`src/bus_sizer_pkg.sv`:
```
// shared constants and types for the dynamic bus sizing sequencer
package bus_sizer_pkg;

  // ------------------------------------------------------------
  // transfer size codes, driven on transfer_size_hi/lo
  // ------------------------------------------------------------
  localparam logic [1:0] SIZE_LONG  = 2'h0;  // four bytes remain
  localparam logic [1:0] SIZE_BYTE  = 2'h1;  // one byte remains
  localparam logic [1:0] SIZE_WORD  = 2'h2;  // two bytes remain
  localparam logic [1:0] SIZE_THREE = 2'h3;  // three bytes remain

  // ------------------------------------------------------------
  // bus cycle timing in processor clock periods, clock period in ps, byte limits
  // ------------------------------------------------------------
  localparam int         CLK_PERIOD_PS     = 4000;  // 250 MHz reference clock
  localparam logic [3:0] ASYNC_MIN_PERIODS = 4'h3;  // acknowledge-ended cycle
  localparam logic [3:0] SYNC_MIN_PERIODS  = 4'h2;  // sync-terminated cycle
  localparam logic [3:0] BURST_MIN_PERIODS = 4'h5;  // burst cycle, never requested here
  localparam logic [4:0] BURST_MAX_BYTES   = 5'h10; // four long words
  localparam logic [2:0] CYCLE_MAX_BYTES   = 3'h4;  // one bus cycle

  // ------------------------------------------------------------
  // values after reset
  // ------------------------------------------------------------
  localparam logic [31:0] RESET_ADDR  = 32'h0000_0000;
  localparam logic [31:0] RESET_DATA  = 32'h0000_0000;
  localparam logic [2:0]  RESET_REM   = 3'h0;
  localparam logic [3:0]  RESET_COUNT = 4'h0;

  // ------------------------------------------------------------
  // bus sequencer states, one-hot
  // ------------------------------------------------------------
  typedef enum logic [3:0] {
    ST_IDLE  = 4'h1,  // waiting for an operand request
    ST_START = 4'h2,  // first period of a bus cycle
    ST_WAIT  = 4'h4,  // strobes asserted, waiting for termination
    ST_END   = 4'h8   // strobes negate, write data held
  } bus_state_t;

endpackage

```
`src/lane_decoder.sv`:
```
// byte lane enable decode from size code, low address bits and direction
`timescale 1ns/1ps
module lane_decoder
  import bus_sizer_pkg::*;
(
  input  wire logic [1:0] size_code,     // transfer size of the current cycle
  input  wire logic [1:0] addr_lo,       // low address bits of the current cycle
  input  wire logic       read_not_write,
  input  wire logic       cycle_active,  // address strobe marks the cycle
  output logic      [3:0] lanes32,       // bit 3 is D31-D24, bit 0 is D7-D0
  output logic      [1:0] lanes16        // bit 1 is D31-D24, bit 0 is D23-D16
);

  // ------------------------------------------------------------
  // per-lane decode
  // ------------------------------------------------------------
  // lane index counts from the top lane so it matches address offsets
  always_comb begin
    lanes32 = 4'h0;
    lanes16 = 2'h0;
    for (int lane = 0; lane < 4; lane++) begin
      case (size_code)
        // single byte: only the addressed lane
        SIZE_BYTE: lanes32[3-lane] = (lane == int'(addr_lo));
        // word: addressed lane and the next lower one
        SIZE_WORD: lanes32[3-lane] = (lane == int'(addr_lo)) || (lane == int'(addr_lo) + 1);
        // three bytes at offset zero leave the bottom lane off
        SIZE_THREE: lanes32[3-lane] = (lane >= int'(addr_lo)) &&
                                      !((addr_lo == 2'h0) && (lane == 3));
        // long word: addressed lane down to the bottom
        default: lanes32[3-lane] = (lane >= int'(addr_lo));
      endcase
    end
    // word port: top lane on even, second lane on odd or wider transfer
    lanes16[1] = !addr_lo[0];
    lanes16[0] = addr_lo[0] || (size_code != SIZE_BYTE);
    // cachable reads need the full port width driven
    if (read_not_write) begin
      lanes32 = 4'hf;
      lanes16 = 2'h3;
    end
    // no strobe outside an active cycle
    if (!cycle_active) begin
      lanes32 = 4'h0;
      lanes16 = 2'h0;
    end
  end

endmodule // lane_decoder

```
`src/bus_sizer.sv`:
```
// processor-side bus cycle sequencer with dynamic port sizing
`timescale 1ns/1ps
// What this block does
// RULE1 - low address bits select operand's top byte
// RULE2 - size code gives bytes still remaining
// RULE3 - narrow port splits transfer into cycles
// RULE4 - async port acknowledges width, ends cycle
// RULE5 - only 32-bit sync port uses sync_terminate
// RULE6 - narrow ports sit on upper lanes
// RULE7 - odd long write to word port: three cycles
// RULE8 - separate strobe per lane, wide ports
// RULE9 - lanes from size and address each cycle
// RULE10 - byte and word lane patterns, long port
// RULE11 - three and four byte lane patterns
// RULE12 - word port lane enables from address bit
// RULE13 - byte port qualifies with data strobe only
// RULE14 - reads enable all lanes of port
// RULE15 - instruction fetches are aligned long words
// RULE16 - async cycle: acknowledge, three periods, four bytes
// RULE17 - sync cycle: terminate, two periods, four bytes
// RULE18 - burst: terminate plus continue, five periods (never requested here; burst_continue_ack_n is unused)
// RULE19 - read data captured before cycle end
// RULE20 - write data held while strobes negate
// RULE21 - lane strobes only inside active cycle
module bus_sizer
  import bus_sizer_pkg::*;
(
  input  wire logic        ref_clk,
  input  wire logic        rstn,
  input  wire logic        req_valid,          // operand request
  output logic             req_ready,          // sequencer idle
  input  wire logic [31:0] req_addr,           // address of operand top byte
  input  wire logic [1:0]  req_size,           // size code of whole operand
  input  wire logic        req_read,
  input  wire logic        req_instr,          // instruction prefetch
  input  wire logic [31:0] req_wdata,          // right-justified operand
  output logic             resp_valid,         // one-cycle done pulse
  output logic [31:0]      resp_rdata,         // right-justified read operand
  output logic [31:0]      addr_out,
  output logic             transfer_size_hi,
  output logic             transfer_size_lo,
  output logic             read_not_write,
  output logic             addr_strobe_n,
  output logic             data_strobe_n,
  output logic [31:0]      data_out,
  output logic             data_oe,
  output logic [3:0]       byte_lane_en,       // long-port lanes, bit 3 top
  output logic [1:0]       word_lane_en,       // word-port lanes, bit 1 top
  input  wire logic [31:0] data_in,
  input  wire logic        port_width_ack_hi_n,
  input  wire logic        port_width_ack_lo_n,
  input  wire logic        sync_terminate_n,
  input  wire logic        burst_continue_ack_n
);

  // ------------------------------------------------------------
  // state and registers
  // ------------------------------------------------------------
  bus_state_t  state_reg;        // sequencer state
  logic [31:0] addr_reg;         // address of next byte to move
  logic [2:0]  rem_reg;          // bytes still to move
  logic [31:0] wbuf_reg;         // write operand, left-justified
  logic [31:0] rbuf_reg;         // read operand being assembled
  logic        read_reg;         // direction of the operand
  logic [3:0]  cnt_reg;          // periods elapsed in the cycle
  logic [2:0]  moved_held_reg;   // count from the terminating sample
  logic [34:0] sync1_reg;        // first synchroniser stage
  logic [34:0] sync2_reg;        // second synchroniser stage
  logic [3:0]  lanes32;          // decoded long-port lanes
  logic [1:0]  lanes16;          // decoded word-port lanes
  logic [2:0]  width_bytes;      // port width reported this cycle
  logic [2:0]  moved;            // bytes moved in this cycle
  logic [31:0] rbuf_next;        // read operand after this cycle
  logic [31:0] wdata_lanes;      // write operand placed on lanes
  logic        term_async;       // width acknowledge seen
  logic        term_sync;        // sync termination seen
  logic        done;             // cycle terminates now

  // ------------------------------------------------------------
  // pin synchronisers
  // ------------------------------------------------------------
  // data goes through the same two stages so it lines up with the acks
  always_ff @(posedge ref_clk or negedge rstn) begin
    if (!rstn) begin
      sync1_reg <= 35'h7_0000_0000;
      sync2_reg <= 35'h7_0000_0000;
    end else begin
      sync1_reg <= {port_width_ack_hi_n, port_width_ack_lo_n, sync_terminate_n, data_in};
      sync2_reg <= sync1_reg;
    end
  end

  // ------------------------------------------------------------
  // termination and port width
  // ------------------------------------------------------------
  always_comb begin
    // RULE4 acknowledge width
    term_async  = !sync2_reg[34] || !sync2_reg[33];
    // RULE5 sync is long-only
    term_sync   = !sync2_reg[32];
    width_bytes = 3'h4;
    if (!term_sync && sync2_reg[33]) begin
      width_bytes = 3'h2;  // upper half acknowledge only
    end else if (!term_sync && sync2_reg[34]) begin
      width_bytes = 3'h1;  // low acknowledge only
    end
    // RULE16 async minimum
    // RULE17 sync minimum
    done = (state_reg == ST_WAIT) &&
           ((term_sync && (cnt_reg + 4'h2 >= SYNC_MIN_PERIODS)) ||
            (term_async && (cnt_reg + 4'h2 >= ASYNC_MIN_PERIODS)));
  end

  // ------------------------------------------------------------
  // bytes moved and read byte collection
  // ------------------------------------------------------------
  // RULE3 split by port width
  always_comb begin
    logic [2:0] off;
    logic [2:0] start;
    off   = 3'h0;
    start = 3'h0;
    if (width_bytes == 3'h4) begin
      off   = {1'b0, addr_reg[1:0]};
      start = off;
    end else if (width_bytes == 3'h2) begin
      off   = {2'b00, addr_reg[0]};
      start = off;
    end
    moved = (rem_reg < width_bytes - off) ? rem_reg : width_bytes - off;
    rbuf_next = rbuf_reg;
    // RULE6 narrow ports on top lanes
    for (int i = 0; i < 4; i++) begin
      if (i < int'(moved)) begin
        rbuf_next = {rbuf_next[23:0], sync2_reg[31 - 8*(int'(start) + i) -: 8]};
      end
    end
  end

  // ------------------------------------------------------------
  // write lane placement
  // ------------------------------------------------------------
  // replicate so any port width finds its byte on its own lanes
  always_comb begin
    wdata_lanes[31:24] = wbuf_reg[31:24];
    wdata_lanes[23:16] = addr_reg[0] ? wbuf_reg[31:24] : wbuf_reg[23:16];
    case (addr_reg[1:0])
      2'h0:    wdata_lanes[15:8] = wbuf_reg[15:8];
      2'h1:    wdata_lanes[15:8] = wbuf_reg[23:16];
      default: wdata_lanes[15:8] = wbuf_reg[31:24];
    endcase
    wdata_lanes[7:0] = wbuf_reg[31 - 8*(3 - int'(addr_reg[1:0])) -: 8];
  end

  // ------------------------------------------------------------
  // lane decode, gated by the active strobe
  // ------------------------------------------------------------
  // RULE9 decode each cycle
  lane_decoder u_lane_decoder (
    .size_code      (rem_reg[1:0]),
    .addr_lo        (addr_reg[1:0]),
    .read_not_write (read_reg),
    .cycle_active   (state_reg == ST_START || state_reg == ST_WAIT),
    .lanes32        (lanes32),
    .lanes16        (lanes16)
  );

  // ------------------------------------------------------------
  // sequencer
  // ------------------------------------------------------------
  always_ff @(posedge ref_clk or negedge rstn) begin
    if (!rstn) begin
      state_reg <= ST_IDLE;
      addr_reg  <= RESET_ADDR;
      rem_reg   <= RESET_REM;
      wbuf_reg  <= RESET_DATA;
      rbuf_reg  <= RESET_DATA;
      read_reg  <= 1'b1;
      cnt_reg   <= RESET_COUNT;
    end else begin
      case (state_reg)
        ST_IDLE: begin
          if (req_valid) begin
            state_reg <= ST_START;
            read_reg  <= req_read || req_instr;
            rbuf_reg  <= RESET_DATA;
            // RULE15 aligned long fetch
            if (req_instr) begin
              addr_reg <= {req_addr[31:2], 2'h0};
              rem_reg  <= CYCLE_MAX_BYTES;
              wbuf_reg <= RESET_DATA;
            end else begin
              addr_reg <= req_addr;
              rem_reg  <= (req_size == SIZE_LONG) ? CYCLE_MAX_BYTES : {1'b0, req_size};
              wbuf_reg <= req_wdata << (8 * (4 - ((req_size == SIZE_LONG) ? 4 : int'(req_size))));
            end
          end
        end
        ST_START: begin
          state_reg <= ST_WAIT;
          cnt_reg   <= RESET_COUNT;
        end
        ST_WAIT: begin
          // saturate so a slow port cannot wrap the period count
          if (cnt_reg != 4'hf) begin
            cnt_reg <= cnt_reg + 4'h1;
          end
          // RULE18 burst never requested, treated as sync end
          if (done) begin
            state_reg <= ST_END;
            // RULE19 capture on the same edge that negates the strobes
            rbuf_reg  <= rbuf_next;
            // RULE1 advance to next top byte
            addr_reg  <= addr_reg + {29'h0, moved};
            // RULE2 remaining byte count
            rem_reg   <= rem_reg - moved;
          end
        end
        ST_END: begin
          // RULE7 leftover bytes start another cycle
          wbuf_reg  <= wbuf_reg << (8 * int'(moved_held_reg));
          state_reg <= (rem_reg == 3'h0) ? ST_IDLE : ST_START;
        end
        default: state_reg <= ST_IDLE;
      endcase
    end
  end

  // ------------------------------------------------------------
  // bytes moved, held into the end period for the write shift
  // ------------------------------------------------------------
  always_ff @(posedge ref_clk or negedge rstn) begin
    if (!rstn) begin
      moved_held_reg <= RESET_REM;
    end else if (done) begin
      moved_held_reg <= moved;
    end
  end

  // ------------------------------------------------------------
  // bus pins, all registered
  // ------------------------------------------------------------
  always_ff @(posedge ref_clk or negedge rstn) begin
    if (!rstn) begin
      addr_out         <= RESET_ADDR;
      transfer_size_hi <= 1'b0;
      transfer_size_lo <= 1'b0;
      read_not_write   <= 1'b1;
      addr_strobe_n    <= 1'b1;
      data_strobe_n    <= 1'b1;
      data_out         <= RESET_DATA;
      data_oe          <= 1'b0;
      byte_lane_en     <= 4'h0;
      word_lane_en     <= 2'h0;
    end else begin
      // RULE1 address of top byte
      addr_out         <= addr_reg;
      // RULE2 size code from remainder
      transfer_size_hi <= rem_reg[1];
      transfer_size_lo <= rem_reg[0];
      read_not_write   <= read_reg;
      // RULE21 strobes only in cycle
      addr_strobe_n    <= !(state_reg == ST_START || (state_reg == ST_WAIT && !done));
      data_strobe_n    <= !(state_reg == ST_START || (state_reg == ST_WAIT && !done));
      // RULE8 per-lane strobes
      byte_lane_en     <= (state_reg == ST_WAIT && done) ? 4'h0 : lanes32;
      word_lane_en     <= (state_reg == ST_WAIT && done) ? 2'h0 : lanes16;
      // RULE20 data held through negation
      if (state_reg == ST_START) begin
        data_out <= wdata_lanes;
        data_oe  <= !read_reg;
      end else if (state_reg == ST_IDLE) begin
        data_oe  <= 1'b0;
      end
    end
  end

  // ------------------------------------------------------------
  // operand handshake
  // ------------------------------------------------------------
  always_ff @(posedge ref_clk or negedge rstn) begin
    if (!rstn) begin
      req_ready  <= 1'b1;
      resp_valid <= 1'b0;
      resp_rdata <= RESET_DATA;
    end else begin
      req_ready  <= (state_reg == ST_IDLE && !req_valid) ||
                    (state_reg == ST_END && rem_reg == 3'h0);
      resp_valid <= (state_reg == ST_END && rem_reg == 3'h0);
      if (state_reg == ST_END && rem_reg == 3'h0 && read_reg) begin
        resp_rdata <= rbuf_reg;
      end
    end
  end

  logic [3:0] len_reg;  // periods with strobe asserted
  always_ff @(posedge ref_clk or negedge rstn) begin
    if (!rstn) begin
      len_reg <= RESET_COUNT;
    end else if (addr_strobe_n) begin
      len_reg <= RESET_COUNT;
    end else if (len_reg != 4'hf) begin
      len_reg <= len_reg + 4'h1;
    end
  end
endmodule // bus_sizer

```
`config.mk`:
```
export PLATFORM = sky130hd
export DESIGN_NAME = bus_sizer
export DESIGN_NICKNAME = d
export VERILOG_FILES = /design/src/bus_sizer_pkg.sv /design/src/lane_decoder.sv /design/src/bus_sizer.sv
export SDC_FILE = /design/constraint.sdc
export NUM_CORES = 1
export LEC_CHECK = 0
export BUFFER_PORTS_ARGS = -buffer_cell sky130_fd_sc_hd__buf_2
export CORE_MARGIN = 1.5
export CORE_UTILIZATION = 60
export DETAILED_ROUTE_END_ITERATION = 8
export MAX_ROUTING_LAYER = met4
export PLACE_DENSITY = 0.85
export RECOVER_POWER = 25
export SLEW_MARGIN = 20
export SYNTH_ARGS = -nofsm -noshare
export SYNTH_HDL_FRONTEND = slang
export SYNTH_SLANG_ARGS = --single-unit
```
`constraint.sdc`:
```
create_clock -name ref_clk -period 16 [get_ports ref_clk]
set_input_delay 2.4 -clock ref_clk [delete_from_list [all_inputs] [get_ports ref_clk]]
set_output_delay 2.4 -clock ref_clk [all_outputs]
set_load 0.02 [all_outputs]
```
==> impl_metrics.ini <==
[sta]
fmax_mhz = 143
max_slew_margin_pct = -48.1
tns_ns = 0
tightestPinTransition_ns = 2.22
final.setup.worst_slack_ns = 9.02
setup_viol = 0
grt_setup_unrepaired = false
min_period_over_period_pct = 43.6
hold_viol = 0
fin_crit_ns = 6.98
drv_slew = 110
skew_ns = 0.0132

[clock_tree]
cts_num_sinks = 290
clk_pin_slew_ns = 0.06
htreeDepth = 1
clock-root-buffer = clkbuf_16
clk_latency_ns = 0.55
max-clock-path-buffers = 3
post_cts_resized = 0
postCtsSetupBuffers = 0
cts_inserted_buffers = 29
postCtsHoldBufs = 0
cts_tree = yes

[logic_synthesis]
yosys_warnings = 0
syn_inst = 1240
synth_nets = 1375
synthArstFlopShare_pct = 100
synthesis.area_mm2 = 0.0139
yosys-top-cells-area = dfrtp_1 (50%), mux2_2 (5.6%), mux2i_1 (4.8%)
yosysSeqAreaShare_pct = 52.4
ys_ff_latch = 290
synthMostInstantiatedCell = dfrtp_1
yosysTopAreaCell = dfrtp_1
synth_top_cell_area_share_pct = 50.3
synth_common_cells = dfrtp_1 (279), nand2_1 (125), o21ai_0 (82)
synth_area_per_cell_um2 = 11.2
synth.distinct_cells = 73
synth-main-ff-cell = dfrtp_1
synth-edff-count = 0

[die]
core-area_mm2 = 0.0226
die-area_mm2 = 0.0240
io-pin-count = 217
start_util_pct = 61.2
row_count = 55
fp.dieW_um = 155
dieHeight_um = 155

[power_and_ir_drop]
seq_power_share_pct = 36.3
vdd_drop_max_v = 0.000151
power_frac_clock_pct = 20.4
combPwrFrac_pct = 43.4
p_int_mw = 1.86
swShare_pct = 42.4
power.net_switching_mw = 1.37
power_density_mw_per_mm2 = 203
leakage_nw = 7.43

[flow_run]
maxCapViolCount = 3

[placed_design]
gp_congestion = 0.921
dp_slack_ns = 9.23
hpwl_um = 23500
placed_cells = 1668
numPortBuffers = 215

[cells_and_area]
multi_input_area_mm2 = 0.00615
nets = 1549
seqCellArea_mm2 = 0.00727
final-instance-count-excl-fill = 1723
fillers = 1640
syn_to_final_growth_pct = 15.3
drive_gt1_share_pct = 26.5

[drt]
drtIter0Drc = 1011
via_count = 11100
routedWlPerCell_um = 20.5
routed_wirelength_um = 35300
viasPerCell = 6.43
ant_nets = 0
remaining_drc_errors = 0
dr.pass1.iters = 6

[global_routing]
antenna_found_initial = 2
grt_pass1_vias = 10800
track_usage_pct = 30.3
grt_overflow_total = 0
grt_max_degree = 190
grt_pass1_wl_um = 56200

[hold_path]
hp-class = flip-flop to flip-flop
hold_depth = 0

[setup_path]
crit_type = flip-flop to flip-flop
cp_max_fo = 39
crit_required_ns = 16.41
cp-end-kind = flip-flop
arrival_ns = 7.39
start_kind = flip-flop
ff2ff_path_depth = 17

[outcome]
failed_checks = max-capacitance violations, max-slew violations
status = complete, but fails checks
## through the flow
stage	hold WS [ns]	power (mW)	utilization, %	cell area (um2)
6_report	0.346	3.24	70.6	16000
5_1_grt	0.352	3.42	70.6	16000
4_1_cts	0.347	3.22	70.7	16000
3_5_place_dp	0.335	2.55	66.6	15100
3_3_place_gp	0.333	2.49	66.6	15100
2_1_floorplan	0.331	2.16	-	13900
## placed cells by master (no fill, tap or decap), types with 6 or more instances in the layout
cell	synthesis	final
dfrtp_1	279	279
a211o_1	13	13
a32oi_1	13	13
dfstp_2	11	9
ha_1	25	25
nor3_1	13	12
a22oi_1	21	21
clkbuf_16	0	29
a21oi_1	71	71
nand2_1	125	125
clkbuf_1	51	17
o22ai_1	22	22
mux4_2	20	20
o2bb2ai_1	7	7
a31oi_1	24	24
mux2_2	69	68
a221oi_1	7	7
nor2_1	68	66
nand2b_1	12	12
o21ai_0	82	82
nor2b_1	16	15
a32o_1	9	9
buf_2	19	207
o221ai_1	9	9
buf_4	4	7
inv_1	23	23
mux2i_1	66	66
a22o_1	35	35
clkbuf_8	0	6
o21a_1	6	6
nand3_1	14	14
and3_1	7	7
## critical path, cell delays in order (launching register included)
cell and delay (ns):
dfrtp_1 0.67, nand2_1 0.64, clkinv_1 0.50, fa_1 0.71, ha_1 0.24, o21ai_0 0.07, a21oi_1 0.13, nor2_4 0.19
mux2i_2 0.80, inv_2 0.58, fa_1 0.58, nor2b_1 0.21, o2111ai_1 0.23, nor3_1 0.54, nor2b_1 0.33, nand2_1 0.14
o22ai_1 0.18, a2bb2oi_1 0.10
## power groups by stage
| stage | Sequential [mW] | Clock, mW | Combinational [mW] |
|---|---|---|---|
| 2_1_floorplan | 1.20 | 0 | 0.965 |
| 3_3_place_gp | 1.16 | 0 | 1.33 |
| 3_5_place_dp | 1.18 | 0 | 1.38 |
| 4_1_cts | 1.17 | 0.666 | 1.39 |
| 5_1_grt | 1.20 | 0.695 | 1.52 |
| 6_report | 1.17 | 0.659 | 1.40 |
## routing by layer
layer	global-route usage, %	vias to the layer above	wire length [um]
li1	-	4927	-
met1	39.1	5488	14300
met2	49.2	543	17200
met3	4.60	114	2570
met4	11.0	0	1220
met5	-	-	0
## kinds of logic (layout without fill, tap and decap cells)
kind of cell               after synthesis  after routing  share of synthesized area [%]
AOI/OAI and AO/OA                      361            361                           17.5
and+or+nand+nor                        283            283                           9.32
buffers and inverters                  111            307                           3.48
DFF                                    290            290                           52.4
other                                    0              2                              0
adders and majority gates               28             28                           2.69
xor gates and xnor gates                 5              5                          0.316
muxes                                  162            162                           14.3
## layout make-up
type                       instances  share of cell area, %
sequential                       290                   45.5
multi-input combinational        839                   38.5
timing repair buffer             227                   7.29
clock buffer                      41                   5.20
tap                              285                   2.23
inverter                          27                  0.665
clock inverter                    12                  0.634
antenna                            2                 0.0313
## path summary, 6_finish.rpt
check | startpoint | end | slack [ns]
max | addr_reg[1] | addr_reg[28] | 9.02
min | sync1_reg[31] | sync2_reg[31] | 0.35
max reg2reg | addr_reg[1] | addr_reg[28] | 9.02
min reg2reg | sync1_reg[31] | sync2_reg[31] | 0.35
max in group asynchronous | rstn | wbuf_reg[2] | 12.66
min in group asynchronous | rstn | data_out[13] | 1.87
Note: power is estimated with default switching activity, not from simulation.
